<file path="config.mk">
export PLATFORM = sky130hd
export DESIGN_NAME = srp_core
export DESIGN_NICKNAME = d
export VERILOG_FILES = /design/src/hdl/srp_sync.v /design/src/hdl/srp_pitch.v /design/src/hdl/srp_core.v
export VERILOG_INCLUDE_DIRS = /design/src /design/src/include
export SDC_FILE = /design/constraint.sdc
export NUM_CORES = 2
export LEC_CHECK = 0
export BUFFER_PORTS_ARGS = -buffer_cell sky130_fd_sc_hd__buf_2
export CORE_MARGIN = 1
export CORE_UTILIZATION = 62
export DETAILED_ROUTE_END_ITERATION = 6
export PLACE_DENSITY_LB_ADDON = 0.2
export SLEW_MARGIN = 20
export SYNTH_ARGS = -nofsm -noshare
export SYNTH_HDL_FRONTEND = slang
export SYNTH_SLANG_ARGS = --single-unit
</file>
<file path="constraint.sdc">
create_clock -name pclk -period 16.26 [get_ports pclk]
set_input_delay 1.626 -clock pclk [delete_from_list [all_inputs] [get_ports pclk]]
set_output_delay 1.626 -clock pclk [all_outputs]
set_load 0.01 [all_outputs]
</file>
<file path="src/include/srp_defs.vh">
// Purpose: Constants for the sample record and playback controller.
// Assumes: pclk at 25 MHz; one 8-bit audio word per sample tick.
// Notes: Register offsets are APB byte addresses.
// Contract
// - One sample is held, never longer than 1.55 seconds.
// - Sample is discarded on configuration or program change; volatile storage.
// - Sampling works only while configuration 8 is selected.
// - Audio-trigger recording: record key arms, capture starts when level crosses -18dB.
// - Without audio trigger, the record key starts capture at once.
// - One-shot playback runs start to end then stops.
// - Looping playback repeats; playback key stops it.
// - One-shot: each playback key press restarts from sample start.
// - Audio-trigger mode: level above -18dB starts playback.
// - Playback key still starts playback in audio-trigger mode.
// - Audio-trigger playback never loops.
// - Audio re-trigger only after level has dropped below threshold.
// - Note single pass mode: note-on plays to end regardless of hold.
// - Note held mode: playback stops when the starting note is released.
// - Note triggering off ignores note-on and note-off.
// - Looping with single-pass note trigger plays until a mode changes or config left.
// - Base note plus low and high limits; out-of-range notes do not trigger.
// - Start and length adjust playback without altering recorded data.
// - Start point set in 10 millisecond steps.
// - Pitch tracks over two octaves, folding outside notes by whole octaves.
`ifndef SRP_DEFS_VH
`define SRP_DEFS_VH
`define SRP_CLK_HZ 25000000
`define SRP_SAMPLE_MS 1550
`define SRP_STEP_MS 10
`define SRP_CAP_STEPS 155
`define SRP_CFG_SAMPLING 4'h8
`define SRP_PB_ONESHOT 2'h0
`define SRP_PB_LOOP 2'h1
`define SRP_PB_AUDIO 2'h2
`define SRP_NT_OFF 2'h0
`define SRP_NT_HELD 2'h1
`define SRP_NT_SINGLE 2'h2
`define SRP_REG_CTRL 12'h000
`define SRP_REG_NOTE 12'h004
`define SRP_REG_TRIM 12'h008
`define SRP_REG_STAT 12'h00C
`define SRP_REG_LEN 12'h010
`define SRP_CTRL_RST 32'h00000000
`define SRP_NOTE_RST 32'h007F3C00
`define SRP_TRIM_RST 32'h009B0000
`endif

</file>
<file path="src/hdl/srp_sync.v">
// Purpose: Two-flop synchroniser for asynchronous pin levels.
// Assumes: Destination clock is pclk.
// Notes: Width is a parameter.
`timescale 1ns/1ps
`default_nettype none
module srp_sync #(
  parameter W = 1
) (
  input wire pclk, // Clock.
  input wire presetn, // Async reset, active low.
  input wire [W-1:0] d, // Asynchronous input.
  output reg [W-1:0] q // Synchronised output.
);
  reg [W-1:0] meta_ff;
  always @(posedge pclk or negedge presetn) begin
    if (!presetn) begin
      meta_ff <= {W{1'b0}};
      q <= {W{1'b0}};
    end else begin
      meta_ff <= d;
      q <= meta_ff;
    end
  end
endmodule // srp_sync
`default_nettype wire

</file>
<file path="src/hdl/srp_pitch.v">
// Purpose: Fold a note into the two octaves above the base and give a rate step.
// Assumes: Step is in 1/16 of the original rate.
// Notes: Semitone table is coarse; rate is approximate by design.
`timescale 1ns/1ps
`default_nettype none
module srp_pitch (
  input wire [6:0] note, // Played note.
  input wire [6:0] base, // Base note, original pitch.
  output reg [6:0] step // Address step in sixteenths.
);
  reg signed [8:0] diff;
  reg [4:0] semi;
  always @* begin
    diff = $signed({2'b00, note}) - $signed({2'b00, base});
    while_fold: begin
      // Bring the interval into 0..23 semitones by whole octaves.
      if (diff < 0) diff = diff + 9'sd12 * ((9'sd11 - diff) / 9'sd12);
      diff = diff % 9'sd24;
    end
    semi = diff[4:0];
    if (semi >= 5'd12)
      step = 7'd32 + {2'b00, semi - 5'd12} * 7'd3;
    else
      step = 7'd16 + {2'b00, semi} + {3'b000, semi[4:1]};
  end
endmodule // srp_pitch
`default_nettype wire

</file>
<file path="src/hdl/srp_core.v">
// Purpose: Single-sample recorder and player with key, audio and note triggers.
// Assumes: APB slave; pin inputs are asynchronous and synchronised here.
// Notes: Storage is a flip-flop array addressed by index; depth is a parameter.
//
// The register addresses and the APB slave port were left to the implementer.
`timescale 1ns/1ps
`default_nettype none
`include "srp_defs.vh"
module srp_core #(
  parameter DEPTH = 256, // Storage words for the full sample time.
  parameter AW = 8, // Address width.
  parameter DW = 8 // Audio word width.
) (
  input wire pclk, // Clock, 25 MHz.
  input wire presetn, // Async reset, active low.
  input wire psel, // APB select.
  input wire penable, // APB enable.
  input wire pwrite, // APB direction.
  input wire [11:0] paddr, // APB byte address.
  input wire [31:0] pwdata, // APB write data.
  output reg [31:0] prdata, // APB read data.
  output reg pready, // APB ready.
  output reg pslverr, // APB error on unmapped address.
  input wire sample_tick, // Audio sample rate enable, same clock.
  input wire [DW-1:0] audio_in, // Audio input word, same clock.
  input wire level_above, // Input above -18dB, asynchronous pin.
  input wire record_key, // Record key, asynchronous pin.
  input wire playback_key, // Playback key, asynchronous pin.
  input wire [3:0] cfg_sel, // Active configuration, same clock.
  input wire program_chg, // Program change pulse, same clock.
  input wire note_on, // Note-on pulse, same clock.
  input wire note_off, // Note-off pulse, same clock.
  input wire [6:0] note_num, // Note number with the pulse.
  output reg [DW-1:0] audio_out, // Played sample word.
  output reg playing, // Playback active.
  output reg recording // Capture active.
);
  // ==========================================================
  // Input synchronisers
  wire [2:0] pins_s;
  srp_sync #(.W(3)) u_sync (
    .pclk(pclk),
    .presetn(presetn),
    .d({level_above, record_key, playback_key}),
    .q(pins_s)
  );
  wire lvl = pins_s[2];
  reg rec_k_ff;
  reg pb_k_ff;
  reg lvl_d_ff;
  wire rec_press = pins_s[1] & ~rec_k_ff;
  wire pb_press = pins_s[0] & ~pb_k_ff;
  wire lvl_rise = lvl & ~lvl_d_ff;

  // ==========================================================
  // Registers
  reg [31:0] ctrl_ff;
  reg [31:0] note_ff;
  reg [31:0] trim_ff;
  wire [1:0] pb_mode = ctrl_ff[1:0];
  wire [1:0] nt_mode = ctrl_ff[3:2];
  wire audio_rec = ctrl_ff[4];
  wire [6:0] low_lim = note_ff[6:0];
  wire [6:0] base_note = note_ff[14:8];
  wire [6:0] high_lim = note_ff[22:16];
  wire [7:0] start_step = trim_ff[7:0];
  wire [7:0] len_step = trim_ff[23:16];
  wire wr = psel & penable & pwrite;
  wire in_cfg = (cfg_sel == `SRP_CFG_SAMPLING);
  reg [3:0] cfg_d_ff;
  wire discard = (cfg_sel != cfg_d_ff) | program_chg;
  wire mode_wr = wr & (paddr == `SRP_REG_CTRL) & (pwdata[3:0] != ctrl_ff[3:0]);

  // ==========================================================
  // State machine
  localparam ST_IDLE = 3'd0;
  localparam ST_ARM = 3'd1;
  localparam ST_REC = 3'd2;
  localparam ST_PLAY = 3'd3;
  reg [2:0] st_ff;
  reg [2:0] nxt_st;
  reg [DW-1:0] mem_ff [0:DEPTH-1];
  reg [AW-1:0] wptr_ff;
  reg [AW-1:0] rec_len_ff;
  reg [AW+3:0] rptr_ff;
  reg [AW+3:0] nxt_rptr;
  reg [AW-1:0] end_ff;
  reg [6:0] step_ff;
  reg [6:0] held_note_ff;
  reg gated_ff;
  reg loop_ff;
  reg retrig_ok_ff;
  reg has_sample_ff;
  wire [6:0] pstep;
  srp_pitch u_pitch (
    .note(note_num),
    .base(base_note),
    .step(pstep)
  );

  // Start and end in storage words; one step is 10 ms of the full 1.55 s.
  wire [31:0] start_x = ({24'h000000, start_step} * DEPTH) / `SRP_CAP_STEPS;
  wire [31:0] len_x = ({24'h000000, len_step} * DEPTH) / `SRP_CAP_STEPS;
  wire [15:0] start_w = start_x[15:0];
  wire [15:0] len_w = len_x[15:0];
  // Step widened without a zero-width replication, which a small AW would need.
  wire [AW+10:0] step_x = {{(AW+4){1'b0}}, step_ff};
  wire [15:0] end_raw = start_w + len_w;
  // End clips at the recorded end but the length setting is kept.
  wire [AW-1:0] end_w = (end_raw >= {8'h00, rec_len_ff}) ? rec_len_ff : end_raw[AW-1:0];
  wire note_ok = note_on & in_cfg & (nt_mode != `SRP_NT_OFF)
    & (note_num >= low_lim) & (note_num <= high_lim);
  wire audio_trig = (pb_mode == `SRP_PB_AUDIO) & lvl_rise & retrig_ok_ff;
  wire key_start = pb_press & ~(st_ff == ST_PLAY & loop_ff);
  wire trig = has_sample_ff & in_cfg & (key_start | audio_trig | note_ok);
  wire at_end = (rptr_ff[AW+3:4] >= end_ff);

  always @* begin
    nxt_st = st_ff;
    nxt_rptr = rptr_ff;
    case (st_ff)
      ST_IDLE: begin
        if (rec_press & in_cfg)
          nxt_st = audio_rec ? ST_ARM : ST_REC;
      end
      ST_ARM: begin
        if (lvl)
          nxt_st = ST_REC;
      end
      ST_REC: begin
        if (sample_tick & (wptr_ff == DEPTH - 1))
          nxt_st = ST_IDLE;
      end
      ST_PLAY: begin
        if (pb_press & loop_ff)
          nxt_st = ST_IDLE;
        else if (gated_ff & note_off & (note_num == held_note_ff))
          nxt_st = ST_IDLE;
        else if (mode_wr & loop_ff)
          nxt_st = ST_IDLE;
        else if (sample_tick & at_end) begin
          if (loop_ff)
            nxt_rptr = {start_w[AW-1:0], 4'h0};
          else
            nxt_st = ST_IDLE;
        end else if (sample_tick)
          nxt_rptr = rptr_ff + step_x[AW+3:0];
      end
      default: nxt_st = ST_IDLE;
    endcase
    if (trig & (st_ff == ST_IDLE | st_ff == ST_PLAY)) begin
      nxt_st = ST_PLAY;
      nxt_rptr = {start_w[AW-1:0], 4'h0};
    end
    if (discard | ~in_cfg)
      nxt_st = ST_IDLE;
  end

  always @(posedge pclk or negedge presetn) begin
    if (!presetn) begin
      st_ff <= ST_IDLE;
      rptr_ff <= {(AW+4){1'b0}};
      wptr_ff <= {AW{1'b0}};
      rec_len_ff <= {AW{1'b0}};
      end_ff <= {AW{1'b0}};
      step_ff <= 7'd16;
      held_note_ff <= 7'd0;
      gated_ff <= 1'b0;
      loop_ff <= 1'b0;
      retrig_ok_ff <= 1'b1;
      has_sample_ff <= 1'b0;
      rec_k_ff <= 1'b0;
      pb_k_ff <= 1'b0;
      lvl_d_ff <= 1'b0;
      cfg_d_ff <= 4'h0;
      audio_out <= {DW{1'b0}};
      playing <= 1'b0;
      recording <= 1'b0;
    end else begin
      rec_k_ff <= pins_s[1];
      pb_k_ff <= pins_s[0];
      lvl_d_ff <= lvl;
      cfg_d_ff <= cfg_sel;
      st_ff <= nxt_st;
      rptr_ff <= nxt_rptr;
      end_ff <= end_w;
      if (audio_trig)
        retrig_ok_ff <= 1'b0;
      else if (~lvl)
        retrig_ok_ff <= 1'b1;
      if (discard)
        has_sample_ff <= 1'b0;
      if (st_ff != ST_REC & nxt_st == ST_REC)
        wptr_ff <= {AW{1'b0}};
      else if (st_ff == ST_REC & sample_tick) begin
        mem_ff[wptr_ff] <= audio_in;
        wptr_ff <= wptr_ff + 1'b1;
        if (wptr_ff == DEPTH - 1) begin
          rec_len_ff <= wptr_ff;
          has_sample_ff <= ~discard;
        end
      end
      if (trig & nxt_st == ST_PLAY) begin
        loop_ff <= (pb_mode == `SRP_PB_LOOP) & ~audio_trig;
        gated_ff <= note_ok & (nt_mode == `SRP_NT_HELD);
        held_note_ff <= note_num;
        step_ff <= note_ok ? pstep : 7'd16;
      end
      if (st_ff == ST_PLAY)
        audio_out <= mem_ff[rptr_ff[AW+3:4]];
      else
        audio_out <= {DW{1'b0}};
      playing <= (nxt_st == ST_PLAY);
      recording <= (nxt_st == ST_REC);
    end
  end

  // ==========================================================
  // APB slave: zero wait states, error on unmapped address.
  wire mapped = (paddr == `SRP_REG_CTRL) | (paddr == `SRP_REG_NOTE) | (paddr == `SRP_REG_TRIM)
    | (paddr == `SRP_REG_STAT) | (paddr == `SRP_REG_LEN);
  always @(posedge pclk or negedge presetn) begin
    if (!presetn) begin
      ctrl_ff <= `SRP_CTRL_RST;
      note_ff <= `SRP_NOTE_RST;
      trim_ff <= `SRP_TRIM_RST;
      prdata <= 32'h00000000;
      pready <= 1'b0;
      pslverr <= 1'b0;
    end else begin
      pready <= psel & ~penable;
      pslverr <= psel & ~penable & ~mapped;
      if (wr & pready) begin
        case (paddr)
          `SRP_REG_CTRL: ctrl_ff <= {27'h0000000, pwdata[4:0]};
          `SRP_REG_NOTE: note_ff <= {9'h000, pwdata[22:16], 1'b0, pwdata[14:8], 1'b0, pwdata[6:0]};
          `SRP_REG_TRIM: trim_ff <= {8'h00, pwdata[23:16], 8'h00, pwdata[7:0]};
          default: ;
        endcase
      end
      if (psel & ~penable & ~pwrite) begin
        case (paddr)
          `SRP_REG_CTRL: prdata <= ctrl_ff;
          `SRP_REG_NOTE: prdata <= note_ff;
          `SRP_REG_TRIM: prdata <= trim_ff;
          `SRP_REG_STAT: prdata <= {27'h0000000, has_sample_ff, in_cfg, playing, recording, st_ff == ST_ARM};
          `SRP_REG_LEN: prdata <= {{(32-AW){1'b0}}, rec_len_ff};
          default: prdata <= 32'h00000000;
        endcase
      end
    end
  end
endmodule // srp_core
`default_nettype wire

</file>
==> flow_summary.yaml <==
status:
  outcome: "completed"
clocking:
  numClockSinks: 2195
  clk_pin_slew_worst_paths_ns: 0.06
  cts.path.max_buffers: 3
  cts-root-buf: "clkbuf_16"
  numCtsBuffers: 210
  cts_tree: "built"
  htree_levels: 4
  clk_latency_ns: 0.86
grt:
  grt_max_degree: 154
  antenna_found_initial: 13
  grt_overflow_total: 0
  grt_pass1_wl_um: 342000
  grtUsageTotal: 0.306
  grt_pass1_vias: 51086
die:
  io_pins: 119
  dieArea_um2: 155000
  die_h_um: 393
  rows: 143
  die_x_um: 393
  floorplan.initialDensity: 0.625
  core_um2: 152000
placement:
  dp_cells: 7189
  dp_slack_ns: 1.25
  port_buffers: 100
  hpwlAfterDp_um: 139000
  place_congestion: 0.902
  place_area_um2: 97600
critical_path:
  cp_num_buf_inv: 5
  cp-end-kind: "register"
  cp_top_family: "compound AO/OA/AOI/OAI gates"
  slowest_delay_ns: 0.57
  start_kind: "register"
  critical_path_class: "reg -> reg"
  cp_max_fo: 15
  slowest_stage: "a311oi_2"
  worstPathArrival_ns: 15.78
  crit_required_ns: 16.98
  crit_top_cell: "ha_1"
sta:
  fin_tns_setup_ns: 0
  min_period_over_period: 0.926
  tightestPinTransition_ns: 1.22
  setup_ws_ns: 1.20
  slew_viol_final: 0
  fmax_mhz: 66.4
  grt_setup_unrepaired: "no"
  final_hold_viol_count: 0
  fin_crit_ns: 15.06
  setup_viol: 0
  slew_headroom: 0.186
  fin_worst_skew_ns: 0.0481
routing:
  viasPerCell: 6.81
  drcViolationCount: 0
  drt_iter0_drc: 5971
  drt-total-wl_um: 232000
  routed-via-count: 51613
  wl_per_cell_um: 30.6
  dr.pass1.iters: 6
  ant_nets: 0
synth:
  netlist_area_um2: 94900
  synth_warnings: 0
  ys.flop_type: "edfxtp_1"
  netlist.area_leader.share: 0.648
  postSynthAreaPerCell_um2: 18.1
  async_reset_ff_frac: 0.0670
  yosys-top-cells-area: "edfxtp_1 65%, mux4_2 16%, dfrtp_1 3.4%"
  syn-instance-count: 5241
  synth-seq-area-share: 0.687
  synth-edff-count: 2048
  synth-seq-cells: 2195
  yosys.area.top_type: "edfxtp_1"
  ys_types: 123
run:
  timing.max_cap.violations: 0
power:
  p_leak_nw: 33.7
  ir_worst_vdd_uv: 299
  powerDensity_nw_per_um2: 125
cells_and_area:
  layout-drive-gt1-share: 0.237
  final_cell_area_um2: 104000
  layoutNonFillerInstCount: 7584
  layout.nets: 5561
  area_growth_pct: 9.94
min_path:
  min_path_type: "reg -> reg"
## sequential cells by signal, indices dropped and copies added, names as in the netlist, 3 cells and up
register and flops:
mem_ff 2048, prdata 23, note_ff 21, trim_ff 16, rptr_ff 12, audio_out 8, end_ff 8, rec_len_ff 8
wptr_ff 8, held_note_ff 7, step_ff 7, ctrl_ff 5, cfg_d_ff 4, st_ff 3, u_sync.meta_ff 3, u_sync.q 3
## through the flow
stage	power (mW)	utilization	hold WS [ns]
2_1_floorplan	7.90	-	0.331
3_3_place_gp	8.35	0.643	0.342
3_5_place_dp	8.41	0.643	0.347
4_1_cts	13.1	0.687	0.352
5_1_grt	13.6	0.687	0.368
6_report	13.1	0.687	0.350
## layer usage
layer / share of wire / track usage
met2: 0.48 / 0.485
met1: 0.39 / 0.429
met3: 0.094 / 0.0647
met4: 0.035 / 0.103
met5: 0.00049 / 0
## layout make-up
class	count	area (um2)
clock buffers	265	5570
well taps	2030	2540
diodes	4	10.0
inverters	123	469
fillers	9464	47600
multi-input cells	2677	28300
flip-flops and latches	2195	65200
repair buffers	167	1140
clock inverters	123	1090
## where the power goes
part,total (mW),switching (mW),internal (mW)
logic,2.15,1.27,0.884
clock network,4.75,2.13,2.62
registers,6.18,0.00696,6.18
total,13.1,3.40,9.68
## cells by family after synthesis
group                    share of synthesized area
other                                    0.0000395
adder cells (fa/ha/maj)                     0.0155
AO/OA/AOI/OAI                               0.0494
AND/OR/NAND/NOR                             0.0486
XOR/XNOR                                    0.0125
buffers and inverters                       0.0158
multiplexers                                 0.171
flip-flops                                   0.687
## synthesized netlist by cell type (all sizes together), types with 43 or more instances
cell / instances
a21oi: 125
buf: 106
clkbuf: 149
dfrtp: 129
edfxtp: 2048
ha: 105
inv: 122
mux2: 44
mux2i: 43
mux4: 680
nand2: 212
nand3: 100
nor2: 403
nor3: 49
o21ai: 171
xnor2: 89
xor2: 46
## final timing paths
kind / endpoint / cells past startpoint / slack, ns / start
min in group asynchronous: trim_ff[18] / 1 / 0.74 / presetn
max: end_ff[0] / 63 / 1.20 / trim_ff[0]
max reg2reg: end_ff[0] / 63 / 1.20 / trim_ff[0]
max in group asynchronous: rptr_ff[5] / 2 / 14.38 / presetn
min: u_sync.q[0] / 0 / 0.35 / u_sync.meta_ff[0]
min reg2reg: u_sync.q[0] / 0 / 0.35 / u_sync.meta_ff[0]
## worst reg2reg max path, delay by kind of cell, from the launching register on
| kind | cells | cell delay (ns) |
|---|---|---|
| adders and majority gates | 11 | 3.17 |
| and+or+nand+nor | 14 | 2.68 |
| DFF | 1 | 0.52 |
| buffers and inverters | 5 | 0.79 |
| muxes | 3 | 0.97 |
| AOI/OAI and AO/OA | 23 | 5.35 |
| xor gates and xnor gates | 7 | 1.42 |
## repair_timing
item                                    CTS  global route
resized for setup                         0             1
endpoints found under the setup margin    0             1
endpoints found under the hold margin     0             0
hold buffers                              0             0
setup buffers                             0             3
## layout by cell type (no fill, tap or decap), types with 91 or more instances in the layout
master / synthesis / layout
nand2_1: 210 / 210
buf_2: 19 / 91
inv_1: 112 / 112
edfxtp_1: 2048 / 2048
o21ai_0: 155 / 155
a21oi_1: 121 / 121
dfrtp_1: 129 / 123
ha_1: 105 / 105
clkbuf_16: 0 / 214
nor2_1: 398 / 395
mux4_2: 680 / 680
nand3_1: 100 / 96
Note: power is estimated with default switching activity, not from simulation.
